**config.mk**
```make
export PLATFORM = sky130hd
export DESIGN_NAME = gswc_top
export DESIGN_NICKNAME = d
export VERILOG_FILES = /design/src/core/gswc_pkg.sv /design/src/core/gswc_sync.sv /design/src/core/gswc_wake_timer.sv /design/src/core/gswc_top.sv
export SDC_FILE = /design/constraint.sdc
export NUM_CORES = 1
export LEC_CHECK = 0
export BUFFER_PORTS_ARGS = -buffer_cell sky130_fd_sc_hd__clkbuf_2
export CELL_PAD_IN_SITES_DETAIL_PLACEMENT = 1
export CELL_PAD_IN_SITES_GLOBAL_PLACEMENT = 1
export CORE_MARGIN = 2
export CORE_UTILIZATION = 48
export DETAILED_ROUTE_END_ITERATION = 12
export PLACE_DENSITY_LB_ADDON = 0.1
export SYNTH_ARGS = -nofsm -noshare
export SYNTH_HDL_FRONTEND = slang
export SYNTH_SLANG_ARGS = --single-unit
```
**constraint.sdc**
```tcl
create_clock -name clock -period 3.7 [get_ports clock]
set_clock_uncertainty 0.1 [all_clocks]
set_input_delay 0.185 -clock clock [delete_from_list [all_inputs] [get_ports clock]]
set_output_delay 0.185 -clock clock [all_outputs]
set_load 0.01 [all_outputs]
```
**src/core/gswc_pkg.sv**
```systemverilog
// Package of constants, carriers and mode type for the green/sleep wakeup controller.
// Functional notes
// Setting the green-mode request bit halts execution and enters green mode.
// Any wakeup from green mode clears the green-mode request bit in hardware.
// The wakeup timer keeps counting in green mode when enabled, on the system clock.
// In green mode everything except the wakeup timer is inactive.
// In green mode the oscillator feeding the system clock runs; others keep their configured state.
// Green mode wakes only on a wake-enabled port 0/1 pin change or a wakeup timer overflow.
// A green-mode wakeup returns to the mode it was entered from, normal or slow.
// Power-down wakes only on a port 0/1 pin change, never on timer overflow, and then enters normal mode.
// After a power-down wakeup, 2048 high-speed oscillator cycles elapse before normal execution resumes.
// A green-mode wakeup resumes execution at once with no stabilisation delay.
// Every port 0 pin always has level-change wakeup enabled, with no mask.
// Bit n of the port 1 wake-enable register gates wakeup from port 1 pin n; all bits reset to 0.
// Setting the sleep request bit stops all oscillators and enters power-down; hardware clears it on wakeup.
// The slow-clock select bit picks normal (0) or slow mode (1), slow running the CPU at low RC / 4.
// A level change is an enabled synchronised pin differing from its value captured at mode entry.
package gswc_pkg;

    localparam int GSWC_ADDR_W = 8;
    localparam int GSWC_DATA_W = 32;
    localparam int GSWC_PORT_W = 8;
    localparam int GSWC_TMR_W = 8;
    localparam int GSWC_INT_W = 3;
    localparam int GSWC_WARM_CNT_W = 12;
    localparam int GSWC_DIV_W = 2;

    // Register byte addresses
    localparam logic [GSWC_ADDR_W-1:0] GSWC_OFS_P1_WAKE = 8'hC0;
    localparam logic [GSWC_ADDR_W-1:0] GSWC_OFS_OSC_MODE = 8'hC4;
    localparam logic [GSWC_ADDR_W-1:0] GSWC_OFS_TIMER = 8'hC8;
    localparam logic [GSWC_ADDR_W-1:0] GSWC_OFS_MODE_STAT = 8'hCC;
    localparam logic [GSWC_ADDR_W-1:0] GSWC_OFS_INT_STAT = 8'hD0;
    localparam logic [GSWC_ADDR_W-1:0] GSWC_OFS_INT_MASK = 8'hD4;

    // Oscillator mode register fields
    localparam int GSWC_OSC_SLEEP_BIT = 0;
    localparam int GSWC_OSC_GREEN_BIT = 1;
    localparam int GSWC_OSC_SLOW_BIT = 2;
    localparam int GSWC_OSC_HSTOP_BIT = 3;

    // Timer register fields
    localparam int GSWC_TMR_EN_BIT = 0;
    localparam int GSWC_TMR_RELOAD_LSB = 8;
    localparam int GSWC_TMR_COUNT_LSB = 16;

    // Interrupt status and mask fields
    localparam int GSWC_INT_GREEN_WAKE = 0;
    localparam int GSWC_INT_SLEEP_WAKE = 1;
    localparam int GSWC_INT_TMR_OVF = 2;

    // Reset values
    localparam logic [GSWC_PORT_W-1:0] GSWC_P1_WAKE_RST = 8'h00;
    localparam logic [GSWC_TMR_W-1:0] GSWC_TMR_RELOAD_RST = 8'h00;
    localparam logic [GSWC_INT_W-1:0] GSWC_INT_MASK_RST = 3'h0;

    // Timing
    localparam int GSWC_WARMUP_CYCLES = 2048;
    localparam int GSWC_SLOW_DIV = 4;

    typedef enum logic [2:0] {
        GSWC_NORMAL,
        GSWC_SLOW,
        GSWC_GREEN,
        GSWC_SLEEP,
        GSWC_WARMUP
    } gswc_mode_t;

    typedef struct packed {
        logic psel;
        logic penable;
        logic pwrite;
        logic [GSWC_ADDR_W-1:0] paddr;
        logic [GSWC_DATA_W-1:0] pwdata;
    } gswc_apb_req_t;

    typedef struct packed {
        logic [GSWC_DATA_W-1:0] prdata;
        logic pready;
        logic pslverr;
    } gswc_apb_rsp_t;

    typedef struct packed {
        logic high_osc_en;
        logic low_osc_en;
    } gswc_osc_ctl_t;

endpackage : gswc_pkg

```
**src/core/gswc_sync.sv**
```systemverilog
// Two-flop synchroniser for a bus of independent level inputs.
`timescale 1ns/1ns
`default_nettype none
module gswc_sync #(
    parameter int W = 8
) (
    // Clock and reset
    input wire logic clock,
    input wire logic arst_n,
    // Levels
    input wire logic [W-1:0] d,
    output logic [W-1:0] q
);

    typedef struct packed {
        logic [W-1:0] s1;
        logic [W-1:0] s2;
    } gswc_sync_state_t;

    gswc_sync_state_t s_q;
    gswc_sync_state_t s_d;

    always_comb begin
        s_d.s1 = d;
        s_d.s2 = s_q.s1;
    end

    always_ff @(posedge clock or negedge arst_n) begin
        if (!arst_n) begin
            s_q <= '0;
        end else begin
            s_q <= s_d;
        end
    end

    assign q = s_q.s2;

endmodule : gswc_sync
`default_nettype wire

```
**src/core/gswc_wake_timer.sv**
```systemverilog
// Reloading up-counter whose overflow can wake the system from green mode.
`timescale 1ns/1ns
`default_nettype none
module gswc_wake_timer #(
    parameter int W = 8
) (
    // Clock and reset
    input wire logic clock,
    input wire logic arst_n,
    // Control
    input wire logic run,
    input wire logic [W-1:0] reload,
    // Status
    output logic [W-1:0] count,
    output logic ovf
);

    typedef struct packed {
        logic [W-1:0] cnt;
        logic ovf;
    } gswc_tmr_state_t;

    gswc_tmr_state_t s_q;
    gswc_tmr_state_t s_d;

    always_comb begin
        s_d = s_q;
        s_d.ovf = 1'b0;
        if (run) begin
            if (&s_q.cnt) begin
                s_d.cnt = reload;
                s_d.ovf = 1'b1;
            end else begin
                s_d.cnt = s_q.cnt + 1'b1;
            end
        end
    end

    always_ff @(posedge clock or negedge arst_n) begin
        if (!arst_n) begin
            s_q <= '0;
        end else begin
            s_q <= s_d;
        end
    end

    assign count = s_q.cnt;
    assign ovf = s_q.ovf;

endmodule : gswc_wake_timer
`default_nettype wire

```
**src/core/gswc_top.sv**
```systemverilog
// Operating-mode and wakeup controller with APB registers and interrupt.
`timescale 1ns/1ns
`default_nettype none
module gswc_top
    import gswc_pkg::*;
#(
    parameter int unsigned WARMUP_CYCLES = GSWC_WARMUP_CYCLES,
    parameter int PORT_W = GSWC_PORT_W
) (
    // Clock and reset
    input wire logic clock,
    input wire logic arst_n,
    // APB slave
    input wire gswc_apb_req_t apb_req,
    output gswc_apb_rsp_t apb_rsp,
    // Wake pins and low-speed oscillator level
    input wire logic [PORT_W-1:0] port0_pins,
    input wire logic [PORT_W-1:0] port1_pins,
    input wire logic low_osc_level,
    // CPU and peripheral control
    output logic cpu_run,
    output logic periph_en,
    output logic cpu_slow_sel,
    output logic cpu_slow_tick,
    // Oscillator control
    output gswc_osc_ctl_t osc_ctl,
    // Interrupt
    output logic irq
);

    // Port 0, port 1 and the low RC level share one synchroniser
    localparam int SYNC_W = 2 * PORT_W + 1;
    // Warm-up counter ends one short of the cycle count
    localparam logic [GSWC_WARM_CNT_W-1:0] WARM_LAST = GSWC_WARM_CNT_W'(WARMUP_CYCLES - 1);
    localparam logic [GSWC_DIV_W-1:0] DIV_LAST = GSWC_DIV_W'(GSWC_SLOW_DIV - 1);

    typedef struct packed {
        // Mode sequencing
        gswc_mode_t mode;
        logic prev_slow;

        // Register fields
        logic [PORT_W-1:0] p1_wake_en;
        logic green_req;
        logic sleep_req;
        logic slow_sel;
        logic high_stop;
        logic tmr_en;
        logic [GSWC_TMR_W-1:0] tmr_reload;

        // Wake detection, warm-up and interrupts
        logic [PORT_W-1:0] p0_snap;
        logic [PORT_W-1:0] p1_snap;
        logic [GSWC_WARM_CNT_W-1:0] warm_cnt;
        logic [GSWC_INT_W-1:0] int_stat;
        logic [GSWC_INT_W-1:0] int_mask;

        // Slow-clock divider
        logic lrc_prev;
        logic [GSWC_DIV_W-1:0] slow_div;

        // Registered outputs
        gswc_apb_rsp_t apb;
        gswc_osc_ctl_t osc;
        logic irq;
        logic cpu_run;
        logic periph_en;
        logic slow_out;
        logic slow_tick;
    } gswc_top_state_t;

    gswc_top_state_t s_q;
    gswc_top_state_t s_d;

    // Synchronised pins and timer status
    logic [SYNC_W-1:0] sync_q;
    logic [PORT_W-1:0] p0_s;
    logic [PORT_W-1:0] p1_s;
    logic lrc_s;
    logic [GSWC_TMR_W-1:0] tmr_count;
    logic tmr_ovf;
    logic tmr_run;

    // Pins and the low RC level come from outside the clock domain
    gswc_sync #(
        .W(SYNC_W)
    ) u_sync (
        .clock(clock),
        .arst_n(arst_n),
        .d({low_osc_level, port1_pins, port0_pins}),
        .q(sync_q)
    );

    assign p0_s = sync_q[PORT_W-1:0];
    assign p1_s = sync_q[2*PORT_W-1:PORT_W];
    assign lrc_s = sync_q[SYNC_W-1];

    // Timer is stopped only in power-down and its warm-up
    assign tmr_run = s_q.tmr_en && (s_q.mode == GSWC_NORMAL || s_q.mode == GSWC_SLOW
                                    || s_q.mode == GSWC_GREEN);

    gswc_wake_timer #(
        .W(GSWC_TMR_W)
    ) u_timer (
        .clock(clock),
        .arst_n(arst_n),
        .run(tmr_run),
        .reload(s_q.tmr_reload),
        .count(tmr_count),
        .ovf(tmr_ovf)
    );

    always_comb begin
        logic acc;
        logic done;
        logic hit;
        logic wr;
        logic pin_change;
        logic [GSWC_DATA_W-1:0] rd_val;
        logic [GSWC_INT_W-1:0] events;
        logic [GSWC_INT_W-1:0] w1c;

        acc = 1'b0;
        done = 1'b0;
        hit = 1'b0;
        wr = 1'b0;
        pin_change = 1'b0;
        rd_val = '0;
        events = '0;
        w1c = '0;

        // Hold every field unless a branch below changes it
        s_d = s_q;
        s_d.slow_tick = 1'b0;

        // Level-change detect against the values captured at mode entry
        pin_change = |(p0_s ^ s_q.p0_snap)
                   | |((p1_s ^ s_q.p1_snap) & s_q.p1_wake_en);

        // Address decode and read mux
        unique case (apb_req.paddr)
            GSWC_OFS_P1_WAKE: begin
                hit = 1'b1;
            end
            GSWC_OFS_OSC_MODE: begin
                hit = 1'b1;
                rd_val[GSWC_OSC_SLEEP_BIT] = s_q.sleep_req;
                rd_val[GSWC_OSC_GREEN_BIT] = s_q.green_req;
                rd_val[GSWC_OSC_SLOW_BIT] = s_q.slow_sel;
                rd_val[GSWC_OSC_HSTOP_BIT] = s_q.high_stop;
            end
            GSWC_OFS_TIMER: begin
                hit = 1'b1;
                rd_val[GSWC_TMR_EN_BIT] = s_q.tmr_en;
                rd_val[GSWC_TMR_RELOAD_LSB +: GSWC_TMR_W] = s_q.tmr_reload;
                rd_val[GSWC_TMR_COUNT_LSB +: GSWC_TMR_W] = tmr_count;
            end
            GSWC_OFS_MODE_STAT: begin
                hit = 1'b1;
                rd_val = GSWC_DATA_W'(s_q.mode);
            end
            GSWC_OFS_INT_STAT: begin
                hit = 1'b1;
                rd_val = GSWC_DATA_W'(s_q.int_stat);
            end
            GSWC_OFS_INT_MASK: begin
                hit = 1'b1;
                rd_val = GSWC_DATA_W'(s_q.int_mask);
            end
            // Unmapped offsets answer with an error
            default: begin
                hit = 1'b0;
            end
        endcase

        // One wait state so that the answer leaves a flip-flop
        acc = apb_req.psel && apb_req.penable;
        done = acc && s_q.apb.pready;
        s_d.apb.pready = acc && !s_q.apb.pready;
        if (acc && !s_q.apb.pready) begin
            s_d.apb.prdata = apb_req.pwrite ? '0 : rd_val;
            s_d.apb.pslverr = !hit;
        end else begin
            s_d.apb.prdata = '0;
            s_d.apb.pslverr = 1'b0;
        end

        // Register writes take effect at the completing edge
        wr = done && apb_req.pwrite && hit;
        if (wr) begin
            unique case (apb_req.paddr)
                GSWC_OFS_P1_WAKE: begin
                    s_d.p1_wake_en = apb_req.pwdata[PORT_W-1:0];
                end
                GSWC_OFS_OSC_MODE: begin
                    // A low-power request is acted on at the next edge
                    s_d.sleep_req = apb_req.pwdata[GSWC_OSC_SLEEP_BIT];
                    s_d.green_req = apb_req.pwdata[GSWC_OSC_GREEN_BIT];
                    s_d.slow_sel = apb_req.pwdata[GSWC_OSC_SLOW_BIT];
                    s_d.high_stop = apb_req.pwdata[GSWC_OSC_HSTOP_BIT];
                end
                GSWC_OFS_TIMER: begin
                    s_d.tmr_en = apb_req.pwdata[GSWC_TMR_EN_BIT];
                    s_d.tmr_reload = apb_req.pwdata[GSWC_TMR_RELOAD_LSB +: GSWC_TMR_W];
                end
                GSWC_OFS_INT_STAT: begin
                    w1c = apb_req.pwdata[GSWC_INT_W-1:0];
                end
                GSWC_OFS_INT_MASK: begin
                    s_d.int_mask = apb_req.pwdata[GSWC_INT_W-1:0];
                end
                default: begin
                    s_d.int_mask = s_q.int_mask;
                end
            endcase
        end

        // Overflow is flagged in every mode, so software can poll it
        events[GSWC_INT_TMR_OVF] = tmr_ovf;

        // Mode sequencing reacts to the registered request bits
        unique case (s_q.mode)
            GSWC_NORMAL, GSWC_SLOW: begin
                // Snapshot follows the pins until a low-power mode freezes it
                s_d.p0_snap = p0_s;
                s_d.p1_snap = p1_s;
                if (s_q.sleep_req) begin
                    s_d.mode = GSWC_SLEEP;
                end else if (s_q.green_req) begin
                    s_d.mode = GSWC_GREEN;
                    s_d.prev_slow = (s_q.mode == GSWC_SLOW);
                end else begin
                    s_d.mode = s_q.slow_sel ? GSWC_SLOW : GSWC_NORMAL;
                end
            end
            GSWC_GREEN: begin
                // No warm-up: the system clock kept running
                if (pin_change || tmr_ovf) begin
                    s_d.mode = s_q.prev_slow ? GSWC_SLOW : GSWC_NORMAL;
                    s_d.green_req = 1'b0;
                    events[GSWC_INT_GREEN_WAKE] = 1'b1;
                end
            end
            GSWC_SLEEP: begin
                // The timer does not count here; only pins wake
                if (pin_change) begin
                    s_d.mode = GSWC_WARMUP;
                    s_d.warm_cnt = '0;
                    s_d.sleep_req = 1'b0;
                    s_d.slow_sel = 1'b0;
                end
            end
            GSWC_WARMUP: begin
                // Pin changes are ignored while the oscillator settles
                if (s_q.warm_cnt == WARM_LAST) begin
                    s_d.mode = GSWC_NORMAL;
                    events[GSWC_INT_SLEEP_WAKE] = 1'b1;
                end else begin
                    s_d.warm_cnt = s_q.warm_cnt + 1'b1;
                end
            end
            default: begin
                s_d.mode = GSWC_NORMAL;
            end
        endcase

        // Hardware set wins over a same-cycle clear
        s_d.int_stat = (s_q.int_stat & ~w1c) | events;

        // Slow-mode CPU tick: low RC rising edges divided down
        // Divider free-runs; only slow mode lets the tick out
        s_d.lrc_prev = lrc_s;
        if (lrc_s && !s_q.lrc_prev) begin
            if (s_q.slow_div == DIV_LAST) begin
                s_d.slow_div = '0;
                // Next mode, so the tick never leads or trails the slow select
                s_d.slow_tick = (s_d.mode == GSWC_SLOW);
            end else begin
                s_d.slow_div = s_q.slow_div + 1'b1;
            end
        end

        // Outputs follow the next mode so they change with it
        s_d.cpu_run = (s_d.mode == GSWC_NORMAL) || (s_d.mode == GSWC_SLOW);
        s_d.periph_en = s_d.cpu_run;
        s_d.slow_out = (s_d.mode == GSWC_SLOW);
        // Oscillator enables follow the next mode
        unique case (s_d.mode)
            GSWC_NORMAL, GSWC_WARMUP: begin
                s_d.osc.high_osc_en = 1'b1;
                s_d.osc.low_osc_en = 1'b1;
            end
            GSWC_SLOW: begin
                s_d.osc.high_osc_en = !s_d.high_stop;
                s_d.osc.low_osc_en = 1'b1;
            end
            GSWC_GREEN: begin
                // The clock source stays; the other one keeps its prior setting
                s_d.osc.high_osc_en = s_d.prev_slow ? !s_d.high_stop : 1'b1;
                s_d.osc.low_osc_en = 1'b1;
            end
            GSWC_SLEEP: begin
                s_d.osc.high_osc_en = 1'b0;
                s_d.osc.low_osc_en = 1'b0;
            end
            default: begin
                s_d.osc.high_osc_en = 1'b1;
                s_d.osc.low_osc_en = 1'b1;
            end
        endcase
        // Level interrupt from masked sticky status
        s_d.irq = |(s_d.int_stat & s_d.int_mask);
    end

    always_ff @(posedge clock or negedge arst_n) begin
        if (!arst_n) begin
            s_q <= '0;

            // Leave reset in normal mode with both oscillators on
            s_q.mode <= GSWC_NORMAL;
            s_q.p1_wake_en <= GSWC_P1_WAKE_RST;
            s_q.tmr_reload <= GSWC_TMR_RELOAD_RST;
            s_q.int_mask <= GSWC_INT_MASK_RST;
            s_q.cpu_run <= 1'b1;
            s_q.periph_en <= 1'b1;
            s_q.osc.high_osc_en <= 1'b1;
            s_q.osc.low_osc_en <= 1'b1;
        end else begin
            s_q <= s_d;
        end
    end

    // Every output leaves a flip-flop of the state
    assign apb_rsp = s_q.apb;
    assign osc_ctl = s_q.osc;
    assign irq = s_q.irq;
    assign cpu_run = s_q.cpu_run;
    assign periph_en = s_q.periph_en;
    assign cpu_slow_sel = s_q.slow_out;
    assign cpu_slow_tick = s_q.slow_tick;

endmodule : gswc_top
`default_nettype wire

```
# [After elaboration in Yosys (flattened, before gate mapping)]
# Index checks and enable logic that the tools add are counted.
[totals] output_inout_bits=41 word_cells=128 reg_bits=145 input_bits=62
[op_classes] add_sub_neg=3 reduce_logical=27 bitwise_logic=8 muxes=44 n_eq_ne=17
[op_table] operator="$eq A8 B8 Y1 const B" count=6
[op_table] operator="$mux W24" count=2
[op_table] operator="$mux W12" count=2
[op_table] operator="$pmux W12 S2" count=1
[op_table] operator="$pmux W3 S4" count=2
[op_table] operator="$mux W3" count=7
[op_table] operator="$mux W1" count=18
[op_table] operator="$mux W16" count=1
[op_table] operator="$reduce_or A8 Y1" count=2
[op_table] operator="$xor A8 B8 Y8" count=2
[op_table] operator="$mux W13" count=1
[op_table] operator="$add A12 B1 Y12 const B" count=1
[op_table] operator="$eq A12 B11 Y1 const B" count=1
[op_table] operator="$eq A3 B2 Y1 const B" count=4
[op_table] operator="$mux W2" count=5
[op_table] operator="$mux W9" count=1
[op_table] operator="$add A8 B1 Y8 const B" count=1
[op_table] operator="$and A8 B8 Y8" count=1
[op_table] operator="$mux W8" count=1
[op_table] operator="$reduce_and A8 Y1" count=1
[op_table] operator="$logic_and A1 B1 Y1" count=7
[op_table] operator="$and A3 B3 Y3" count=2
[op_table] operator="$eq A3 B1 Y1 const B" count=2
[op_table] operator="$logic_not A3 Y1" count=2
[op_table] operator="other kinds (18)" count=26

# [Longest topological paths before layout]
# Gate-level depths: netlist (run 1).
[logic_depth] word_depth=10 mapped_depth=8 ltp_nobuf=7

# [By module]
# Synthesis (run 1) repeated with hierarchy kept, for this count alone.
[unflattened] hier_cells=437 area_unflattened_um2=5541.6
[by_module_without_submodules] module="gswc_top" seq_area_each_um2=2255.9 n_inst=1 cells_per_inst=349 area_each_um2=4172.8
[by_module_without_submodules] module="gswc_sync" seq_area_each_um2=850.8 n_inst=1 cells_per_inst=34 area_each_um2=850.8
[by_module_without_submodules] module="gswc_wake_timer" seq_area_each_um2=225.2 n_inst=1 cells_per_inst=54 area_each_um2=518.0

# [Worst setup path before layout (run 1)]
# OpenSTA, ideal clock, no wires.
[synth_timing] path_type="reg-to-reg" startpoint="register s_q[50] (netlist name)" endpoint="register s_q[56] (netlist name)" arrival_ps=2051 setup_slack_ps=1483 stages_incl_launch_ff=8 path_cell_list="dfrtp_1 -> ha_1 -> and4_1 -> and4bb_1 -> or2_2 -> buf_2 -> or4b_1 -> nand2_1"
[synth_via] elab_chain_cells=3 elab_cells_between_ends=6
[synth_lines] element="start, declared" line_no="gswc_top.sv:72" source="gswc_top_state_t s_q;"
[synth_lines] element="$add A12 B1 Y12 / $eq A12 B11 Y1 (equally long branches)" line_no="gswc_top.sv:259, gswc_top.sv:255"
[synth_lines] element="$mux W12 / $ne A2 B2 Y1 (equally long branches)"
[synth_lines] element="$pmux W12 S2 / $reduce_and A3 Y1 (equally long branches)"
# Several ways; a longest one is shown, not always the timed one. The select of a mux whose other input is x is not followed.
# A chain may end at the register's enable or synchronous reset.

# [Worst setup path after layout (run 1)]
[layout_timing] startpoint="register s_q[50] (netlist name)" endpoint="register s_q[58] (netlist name)"
# Same word-level chain as after synthesis.

==> flow_metrics.env, run 1 <==
export IMPL_status="completed"
export IMPL_antenna_found_initial=0
export IMPL_yosys_area_top_type_share_pct=58.4
export IMPL_grt_pass1_vias=3945
export IMPL_cts_clk_slew_worst_paths_ns=0.06
export IMPL_rows=39
export IMPL_diodes=0
export IMPL_routedWlPerCell_um=16.0
export IMPL_coreArea_um2=11400
export IMPL_fin_area_um2=6800
export IMPL_cts_root_buf="clkbuf_16"
export IMPL_finalCritPeriodShare_pct=68.9
export IMPL_layout_commonest_cell="dfrtp_1"
export IMPL_dr_pass1_iters=4
export IMPL_grt_first_pass_wirelength_um=19200
export IMPL_yosysSeqAreaShare_pct=59.8
export IMPL_synth_cell_types=53
export IMPL_vias_per_cell=5.17
export IMPL_grt_max_degree=95
export IMPL_ios=103
export IMPL_start_util_pct=49.0
export IMPL_drtAntennaViolNets=0
export IMPL_hold_class="input pin to flip-flop"
export IMPL_cts_buffers=17
export IMPL_fin_setup_tns_ns=0
export IMPL_layout_drive_gt1_share_pct=29.6
export IMPL_io_buffer_count=74
export IMPL_path_class="flip-flop to flip-flop"
export IMPL_cts_tree="yes"
export IMPL_irDropWorstVdd_v=0.000291
export IMPL_period_needed_ns=2.55
export IMPL_die_area_um2=12500
export IMPL_utilization_pct=59.8
export IMPL_p_per_area_nw_per_um2=491
export IMPL_cts_repair_resized=0
export IMPL_vias=3588
export IMPL_fmax_mhz=392
export IMPL_end_kind="flip-flop"
export IMPL_areaGrowthSynthToFinish_pct=22.1
export IMPL_slew_headroom_pct=55.1
export IMPL_grtUsageTotal_pct=19.6
export IMPL_async_flop_share_pct=100
export IMPL_required_ns=3.94
export IMPL_arrival_ns=2.79
export IMPL_die_width_um=112
export IMPL_postCtsSetupRepairBufs=0
export IMPL_initialDrtViolationCount=110
export IMPL_avgSynthCellArea_um2=12.5
export IMPL_chipHeight_um=112
export IMPL_cap_violations=0
export IMPL_cts_buffer_depth=2
export IMPL_setup_violations=0
export IMPL_synth_area_leaders="dfrtp_1, mux2_2, buf_4"
export IMPL_finalHoldViolCount=0
export IMPL_nets=603
export IMPL_ys_seq_elements=133
export IMPL_cts_sinks=133
export IMPL_place_area_um2=5870
export IMPL_synth_edff_count=0
export IMPL_grt_overflow=0
export IMPL_final_cell_mix="dfrtp_1, clkbuf_2, mux2_2, dlygate4sd3_1, nand2_1"
export IMPL_syn_inst=445
export IMPL_drc_errors=0
export IMPL_gp_congestion=0.776
export IMPL_synth_main_ff_cell="dfrtp_1"
export IMPL_startpoint_type="flip-flop"
export IMPL_final_cells=694
export IMPL_yosysTopAreaCell="dfrtp_1"
export IMPL_insertion_delay_ns=0.41
export IMPL_crit_fanout=5
export IMPL_finalWirelength_um=11100
export IMPL_finalPower_w=0.00334
export IMPL_rsz0062_at_grt="false"
export IMPL_synthesis_area_um2=5570
export IMPL_placed_cells=628
export IMPL_drv_slew=0
export IMPL_hpwl_um=7310
export IMPL_tightest_slew_ns=0.670
export IMPL_htree_num_levels=4
export IMPL_yosysWarningCount=0
export IMPL_p_leak_nw=3.26
registers in the layout, summed over array words and instances (netlist names):
name and count:
irq 1, u_sync.q 17, periph_en 1, cpu_slow_tick 1
s_q 62, u_timer.count 8, u_sync.s_d 17, cpu_slow_sel 1
osc_ctl 2, apb_rsp 22, u_timer.ovf 1
synthesized netlist by cell type, drive strengths merged, types with 5 or more instances:
cell    number
dfrtp      130
mux2        44
buf         43
nand2       33
nor2        22
and2        19
xor2        16
a21oi       12
nand3       11
o21ai       11
inv          8
o211ai       7
mux2i        6
nor2b        6
nor3         6
nor4         6
or4b         6
clkbuf       5
worst max-delay path, cell delays in order (launching register included):
cell	delay (ns)
dfrtp_1	0.42
ha_1	0.27
and4_1	0.26
and4bb_1	0.25
nor2_1	0.34
nor2_1	0.15
or4_1	0.53
a21oi_1	0.16
cell type report:
type                       instances  area, µm²
clock buffer                      21        460
multi-input combinational        267       1930
tap                              143        179
sequential                       133       3330
clock inverter                    11        128
timing repair buffer             111        748
inverter                           8       30.0
fill                            1140       4570
layer usage:
layer / vias up / share of wire (%) / track usage (%)
li1: 1703 / - / -
met1: 1785 / 44 / 23.3
met2: 81 / 51 / 33.8
met3: 19 / 3.7 / 5.12
met4: 0 / 2.1 / 8.48
met5: - / 0 / 0
power by group:
group	switching (W)	total [W]	internal, W
registers	0.0000262	0.00153	0.00150
clock network	0.000618	0.00165	0.00103
logic	0.0000852	0.000170	0.0000844
total	0.000730	0.00334	0.00261
cell families (layout without fill, tap and decap cells):
kind of cell,count (synthesis),after routing,share of synthesized area (%)
adders and majority gates,3,3,0.674
DFF,133,133,59.8
and+or+nand+nor,132,132,13.7
other,1,12,0.0673
AOI/OAI and AO/OA,54,54,6.85
buffers and inverters,56,151,6.40
xor gates and xnor gates,16,16,2.51
muxes,50,50,9.97
final timing paths:
check | start | to | slack, ns | cells after the start
max | s_q[50] | s_q[58] | 1.15 | 7
min | apb_req[1] | s_q[92] | 0.02 | 2
max reg2reg | s_q[50] | s_q[58] | 1.15 | 7
min reg2reg | u_sync.s_d[3] | u_sync.q[3] | 0.25 | 0
max in group asynchronous | arst_n | osc_ctl[0] | 2.45 | 3
min in group asynchronous | arst_n | u_sync.q[3] | 0.18 | 2
stage by stage:
stage	hold slack [ns]	worst slack, ns
finish	0.0187	1.15
global route	0.0119	0.986
CTS	0.00508	1.13
detailed placement	0.0925	1.16
global placement	0.0861	1.24
floorplan	-0.211	1.48
repair_timing:
action / 4_1_cts / 5_1_grt
hold endpoints to repair: 74 / 0
setup endpoints to repair: 0 / 0
hold buffers: 34 / 0
No activity file was read; power rests on OpenSTA's default activity.
==> run 2: changes to the inputs <==
--- a/config.mk
+++ b/config.mk
@@ -9,7 +9,7 @@
 export CELL_PAD_IN_SITES_DETAIL_PLACEMENT = 1
 export CELL_PAD_IN_SITES_GLOBAL_PLACEMENT = 1
 export CORE_MARGIN = 2
-export CORE_UTILIZATION = 48
+export CORE_UTILIZATION = 44
 export DETAILED_ROUTE_END_ITERATION = 12
 export PLACE_DENSITY_LB_ADDON = 0.1
 export SYNTH_ARGS = -nofsm -noshare
==> constraint.sdc (replaced) <==
create_clock -name clock -period 2.7 [get_ports clock]
set_clock_uncertainty 0.1 [all_clocks]
set_input_delay 0.135 -clock clock [delete_from_list [all_inputs] [get_ports clock]]
set_output_delay 0.135 -clock clock [all_outputs]
set_load 0.01 [all_outputs]
==> run 2 against run 1 <==
  * Cell count is 5.5% higher
  * Core utilization is 4.3 points lower
  * Wire length is 4.5% higher
  * Global-route usage is 0.71 points lower
  * Register-to-register slack worse by 0.88 ns
  * Critical path type unchanged
  * Critical endpoint is now s_q[54]
  * Largest cell class unchanged
==> flow_metrics.env, run 2 (synthesis gave the netlist of run 1 again) <==
export IMPL_fin_ws_ns=0.265
export IMPL_startpoint_type="flip-flop"
export IMPL_seqCellArea_um2=3330
export IMPL_finalWirelength_um=11600
export IMPL_setup_violations=0
export IMPL_p_leak_nw=3.32
export IMPL_arrival_ns=2.69
export IMPL_insertion_delay_ns=0.43
export IMPL_cts_sinks=133
export IMPL_hold_start="apb_req[40]"
export IMPL_grtUsageTotal_pct=18.9
export IMPL_cts_root_buf="clkbuf_16"
export IMPL_end_kind="flip-flop"
export IMPL_vias_per_cell=4.98
export IMPL_top_layer_used="met4"
export IMPL_cts_tree="yes"
export IMPL_diodes=0
export IMPL_dr_wl_met2_um=5990
export IMPL_antenna_found_initial=0
export IMPL_tightest_slew_ns=0.725
export IMPL_cts_buffer_depth=2
export IMPL_die_area_um2=13600
export IMPL_htree_num_levels=4
export IMPL_n_fill_cell=1351
export IMPL_max_flop_register="s_q"
export IMPL_irDropWorstVdd_v=0.000422
export IMPL_ios=103
export IMPL_grt_first_pass_wirelength_um=19100
export IMPL_grt_overflow=0
export IMPL_multiInputGateArea_um2=1930
export IMPL_finalHoldViolCount=0
export IMPL_drv_slew=0
export IMPL_fmax_mhz=411
export IMPL_status="completed"
export IMPL_period_needed_ns=2.44
export IMPL_rsz0062_at_grt="false"
export IMPL_chipHeight_um=117
export IMPL_hold_class="input pin to flip-flop"
export IMPL_gp_congestion=0.788
export IMPL_postCtsSetupRepairBufs=0
export IMPL_path_class="flip-flop to flip-flop"
export IMPL_crit_start="s_q[50]"
export IMPL_io_buffer_count=74
export IMPL_drc_errors=0
export IMPL_initialDrtViolationCount=132
export IMPL_final_cell_mix="dfrtp_1, clkbuf_2, mux2_2, dlygate4sd3_1, nand2_1"
export IMPL_layout_drive_gt1_share_pct=29.6
export IMPL_wl_met3_um=483
export IMPL_place_ws_ns=0.271
export IMPL_cts_clk_slew_worst_paths_ns=0.05
export IMPL_p_per_area_nw_per_um2=671
export IMPL_required_ns=2.96
export IMPL_grt_max_degree=52
export IMPL_vias=3642
export IMPL_dr_pass1_iters=5
export IMPL_slew_headroom_pct=51.4
export IMPL_coreArea_um2=12500
export IMPL_grt_pass1_vias=3875
export IMPL_areaGrowthSynthToFinish_pct=24.8
export IMPL_fin_setup_tns_ns=0
export IMPL_drtAntennaViolNets=0
export IMPL_rr_startpoint="s_q[50]"
export IMPL_die_width_um=117
export IMPL_finalCritPeriodShare_pct=90.2
export IMPL_wl_met1_um=4900
export IMPL_start_util_pct=44.5
export IMPL_largest_reg_flops=62
export IMPL_hpwl_um=7800
export IMPL_cts_buffers=17
export IMPL_cap_violations=0
export IMPL_rows=41
export IMPL_layout_commonest_cell="dfrtp_1"
export IMPL_routedWlPerCell_um=15.8
export IMPL_crit_fanout=19
export IMPL_nets=613
-- run 2: cell count changes in the layout (fill, tap and decap cells not counted), sizes merged --
cell / before / now
clkbuf: 94 / 92
bufinv: 2 / 3
buf: 4 / 7
dlygate4sd3: 34 / 41
inv: 8 / 9
clkinvlp: 3 / 2
-- run 2: worst paths after layout --
kind | endpoint | slack, ns | cells past startpoint
worst min-delay path | apb_rsp[4] | 0.03 | 3
worst max-delay path | s_q[54] | 0.26 | 6
min in group asynchronous | u_sync.s_d[0] | 0.18 | 2
max in group asynchronous | irq | 1.53 | 3
worst min register to register | u_sync.q[4] | 0.25 | 0
worst max register to register | s_q[54] | 0.26 | 6
-- run 2: report_power, final --
part,leakage [nW],internal (W),switching (W)
logic,1.31,0.000125,0.000122
registers,1.72,0.00206,0.0000368
clock network,0.289,0.00147,0.000859
total,3.32,0.00365,0.00102
-- run 2: final cells by class --
type	instances	share of cell area, %
Multi-Input combinational cell	267	27.7
Sequential cell	133	47.9
Tap cell	172	3.09
Clock inverter	12	2.23
Timing Repair Buffer	121	12.3
Inverter	8	0.432
Clock buffer	19	6.37
-- run 2: per-layer routing --
| metal | up-vias | track usage, % |
|---|---|---|
| li1 | 1724 | - |
| met1 | 1821 | 22.2 |
| met2 | 79 | 32.6 |
| met3 | 18 | 5.55 |
| met4 | 0 | 7.84 |
| met5 | - | 0 |
-- run 2: worst max-delay path: stages, from the launching register on --
cell      delay (ns)
dfrtp_1         0.42
ha_1            0.26
and4_1          0.25
and4bb_1        0.24
or2_2           0.45
or4b_1          0.53
nand2_1         0.10
-- run 2: repair_timing --
action / in CTS / in global routing
hold endpoints to repair: 91 / 0
resized for setup: 0 / 0
hold buffers: 41 / 0
-- run 2: metrics by stage --
step / util [%] / power, W / hold WS [ns] / instances / cell area (µm²)
after floorplan: - / 0.00223 / -0.261 / 456 / 5610
after global placement: 47.5 / 0.00231 / 0.102 / 660 / 5950
after detailed placement: 47.5 / 0.00233 / 0.114 / 660 / 5950
after CTS: 55.6 / 0.00474 / 0.0227 / 732 / 6950
after global routing: 55.6 / 0.00486 / 0.0716 / 732 / 6950
final: 55.6 / 0.00467 / 0.0324 / 732 / 6950
==> run 3: changes to the inputs <==
--- a/config.mk
+++ b/config.mk
@@ -9,9 +9,10 @@
 export CELL_PAD_IN_SITES_DETAIL_PLACEMENT = 1
 export CELL_PAD_IN_SITES_GLOBAL_PLACEMENT = 1
 export CORE_MARGIN = 2
-export CORE_UTILIZATION = 44
+export CORE_UTILIZATION = 48
 export DETAILED_ROUTE_END_ITERATION = 12
 export PLACE_DENSITY_LB_ADDON = 0.1
 export SYNTH_ARGS = -nofsm -noshare
 export SYNTH_HDL_FRONTEND = slang
+export SYNTH_HIERARCHICAL = 1
 export SYNTH_SLANG_ARGS = --single-unit
==> constraint.sdc (replaced) <==
create_clock -name clock -period 3 [get_ports clock]
set_clock_uncertainty 0.1 [all_clocks]
set_input_delay 0.15 -clock clock [delete_from_list [all_inputs] [get_ports clock]]
set_output_delay 0.15 -clock clock [all_outputs]
set_load 0.01 [all_outputs]
==> run 3 against run 2 <==
  * Clock power fell by 5%
  * Hold slack got worse by 0.020 ns
  * Total power fell by 0.86%
  * Critical endpoint is now cpu_slow_tick
  * Combinational power rose by 69%
  * Global-route usage rose by 1.6 points
  * Synthesized cell count fell by 1.8%
  * Sequential power fell by 4%
==> flow_metrics.env, run 3 <==
export IMPL_cts_buffer_depth=2
export IMPL_syn_inst=437
export IMPL_chipHeight_um=111
export IMPL_regToRegSetupSlack_ns=0.59
export IMPL_finalCritPeriodShare_pct=80.4
export IMPL_cts_clk_slew_worst_paths_ns=0.06
export IMPL_cts_sinks=133
export IMPL_yosysWarningCount=6
export IMPL_final_cell_mix="dfrtp_1, clkbuf_2, mux2_2, dlygate4sd3_1"
export IMPL_rr_startpoint="s_q[77]"
export IMPL_hold_start="apb_req[41]"
export IMPL_startpoint_type="flip-flop"
export IMPL_crit_fanout=14
export IMPL_arrival_ns=2.64
export IMPL_coreArea_um2=11300
export IMPL_cts_repair_resized=0
export IMPL_cap_violations=0
export IMPL_cts_root_buf="clkbuf_16"
export IMPL_yosys_area_share_adder_pct=0.677
export IMPL_yosys_area_top_type_share_pct=58.7
export IMPL_period_needed_ns=2.41
export IMPL_start_util_pct=49.0
export IMPL_synth_edff_count=0
export IMPL_synth_common_cells="dfrtp_1, mux2_2, buf_4"
export IMPL_drtAntennaViolNets=0
export IMPL_ios=103
export IMPL_hpwl_um=7630
export IMPL_place_ws_ns=0.568
export IMPL_synth_compound_area_share_pct=6.32
export IMPL_dr_pass1_iters=4
export IMPL_required_ns=3.23
export IMPL_utilization_pct=60.7
export IMPL_status="completed"
export IMPL_slew_headroom_pct=43.0
export IMPL_yosysSeqAreaShare_pct=60.1
export IMPL_synth_top_family_by_area="simple AND/OR/NAND/NOR gates"
export IMPL_path_class="flip-flop to flip-flop"
export IMPL_n_fill_cell=1120
export IMPL_vias=3560
export IMPL_irDropWorstVdd_v=0.000650
export IMPL_finalHoldViolCount=0
export IMPL_synth_xor_xnor_area_share_pct=3.79
export IMPL_fin_ws_ns=0.587
export IMPL_htree_num_levels=4
export IMPL_insertion_delay_ns=0.42
export IMPL_grt_max_degree=52
export IMPL_synth_main_ff_cell="dfrtp_1"
export IMPL_grt_first_pass_wirelength_um=19600
export IMPL_drv_slew=0
export IMPL_fin_setup_tns_ns=0
export IMPL_setup_violations=0
export IMPL_synth_mux_area_fraction_pct=10.3
export IMPL_fmax_mhz=414
export IMPL_synth_area_leaders="dfrtp_1, mux2_2, buf_4"
export IMPL_drc_errors=0
export IMPL_nets=603
export IMPL_grt_overflow=0
export IMPL_io_buffer_count=74
export IMPL_layout_drive_gt1_share_pct=30.1
export IMPL_gp_congestion=0.853
export IMPL_synthesis_area_um2=5540
export IMPL_yosys_cell_count_top_type="dfrtp_1"
export IMPL_r2r_cells=6
export IMPL_async_flop_share_pct=100
export IMPL_largest_reg_flops=62
export IMPL_antenna_found_initial=0
export IMPL_min_to="apb_rsp[1]"
export IMPL_avgSynthCellArea_um2=12.7
export IMPL_cts_buffers=17
export IMPL_rows=39
export IMPL_p_leak_nw=3.39
export IMPL_diodes=0
export IMPL_yosysTopAreaCell="dfrtp_1"
export IMPL_r2r_end="cpu_slow_tick"
export IMPL_max_flop_register="s_q"
export IMPL_grtUsageTotal_pct=20.5
export IMPL_ys_seq_elements=133
export IMPL_hold_path_depth=4
export IMPL_tightest_slew_ns=0.853
export IMPL_cts_tree="yes"
export IMPL_p_per_area_nw_per_um2=674
export IMPL_yosys_area_share_simple_pct=12.3
export IMPL_rsz0062_at_grt="false"
export IMPL_layout_commonest_cell="dfrtp_1"
export IMPL_vias_per_cell=5.13
export IMPL_routedWlPerCell_um=16.8
export IMPL_die_width_um=111
export IMPL_die_area_um2=12400
export IMPL_synth_cell_types=58
export IMPL_end_kind="flip-flop"
export IMPL_finalWirelength_um=11700
export IMPL_hold_ws_ns=0.0127
export IMPL_initialDrtViolationCount=138
export IMPL_grt_pass1_vias=3891
export IMPL_areaGrowthSynthToFinish_pct=23.9
export IMPL_hold_class="input pin to flip-flop"
[run 3: cell count changes in the layout (fill, tap and decap cells not counted), sizes merged, moves of 4 or more]
cell / change
dlygate4sd3: -5
nand4: +4
a31oi: +8
a21oi: -5
o211ai: -6
nand2: -7
or4b: -6
and3: +4
clkbuf: +4
nand3: -4
xor2: +6
[run 3: layer usage]
| metal | share of wire, % | GRT usage, % | wire length, µm |
|---|---|---|---|
| met5 | 0 | 0 | 0 |
| met4 | 1.8 | 8.15 | 208 |
| met3 | 3.7 | 4.68 | 426 |
| met2 | 50 | 33.9 | 5880 |
| met1 | 44 | 26.4 | 5150 |
[run 3: per-stage QoR]
step	std cells	area, µm²	power, W
finish	694	6870	0.00463
global route	694	6870	0.00481
CTS	694	6870	0.00466
detailed placement	626	5870	0.00241
global placement	626	5870	0.00238
floorplan	448	5580	0.00226
[run 3: worst max path at each step]
| stage | depth (start not counted) | from | slack [ns] | endpoint |
|---|---|---|---|---|
| after global routing | 6 | s_q[76] | 0.41 | cpu_slow_tick |
| after global placement | 6 | s_q[77] | 0.67 | cpu_slow_tick |
| final | 6 | s_q[77] | 0.59 | cpu_slow_tick |
| after floorplan | 6 | s_q[101] | 1.05 | s_q[61] |
| after detailed placement | 6 | s_q[77] | 0.57 | cpu_slow_tick |
| after CTS | 6 | s_q[77] | 0.55 | cpu_slow_tick |
[run 3: power breakdown]
group	total, W	leakage, nW	switching (W)	internal, W
registers	0.00200	1.69	0.000106	0.00190
logic	0.000417	1.39	0.000213	0.000203
clock network	0.00221	0.313	0.000734	0.00147
[run 3: logic make-up (layout without fill, tap and decap cells)]
logic type	after synthesis	in the layout
xor+xnor	24	24
mux	51	51
other cells	1	12
simple gates	122	122
compound gates	48	48
flops	133	133
buf+inv	55	158
fa+ha+maj	3	3
[run 3: timing repair]
item,CTS,global route
hold buffers,36,0
hold endpoints to repair,93,0
buffers inserted,0,0
[run 3: cell type report]
type	instances	area, µm²	share of cell area [%]
clock buffers	23	488	7.11
repair buffers	115	783	11.4
clock inverters	9	148	2.15
well taps	143	179	2.61
multi-input cells	260	1900	27.6
inverters	11	41.3	0.601
flip-flops and latches	133	3330	48.5
[run 3: worst max-delay path, cell delays in order (launching register included)]
cell     delay [ns]
dfrtp_1        0.38
xor2_1         0.16
nor4_1         0.39
nand4_1        0.30
o21ba_2        0.40
or3_1          0.39
nor3_1         0.20
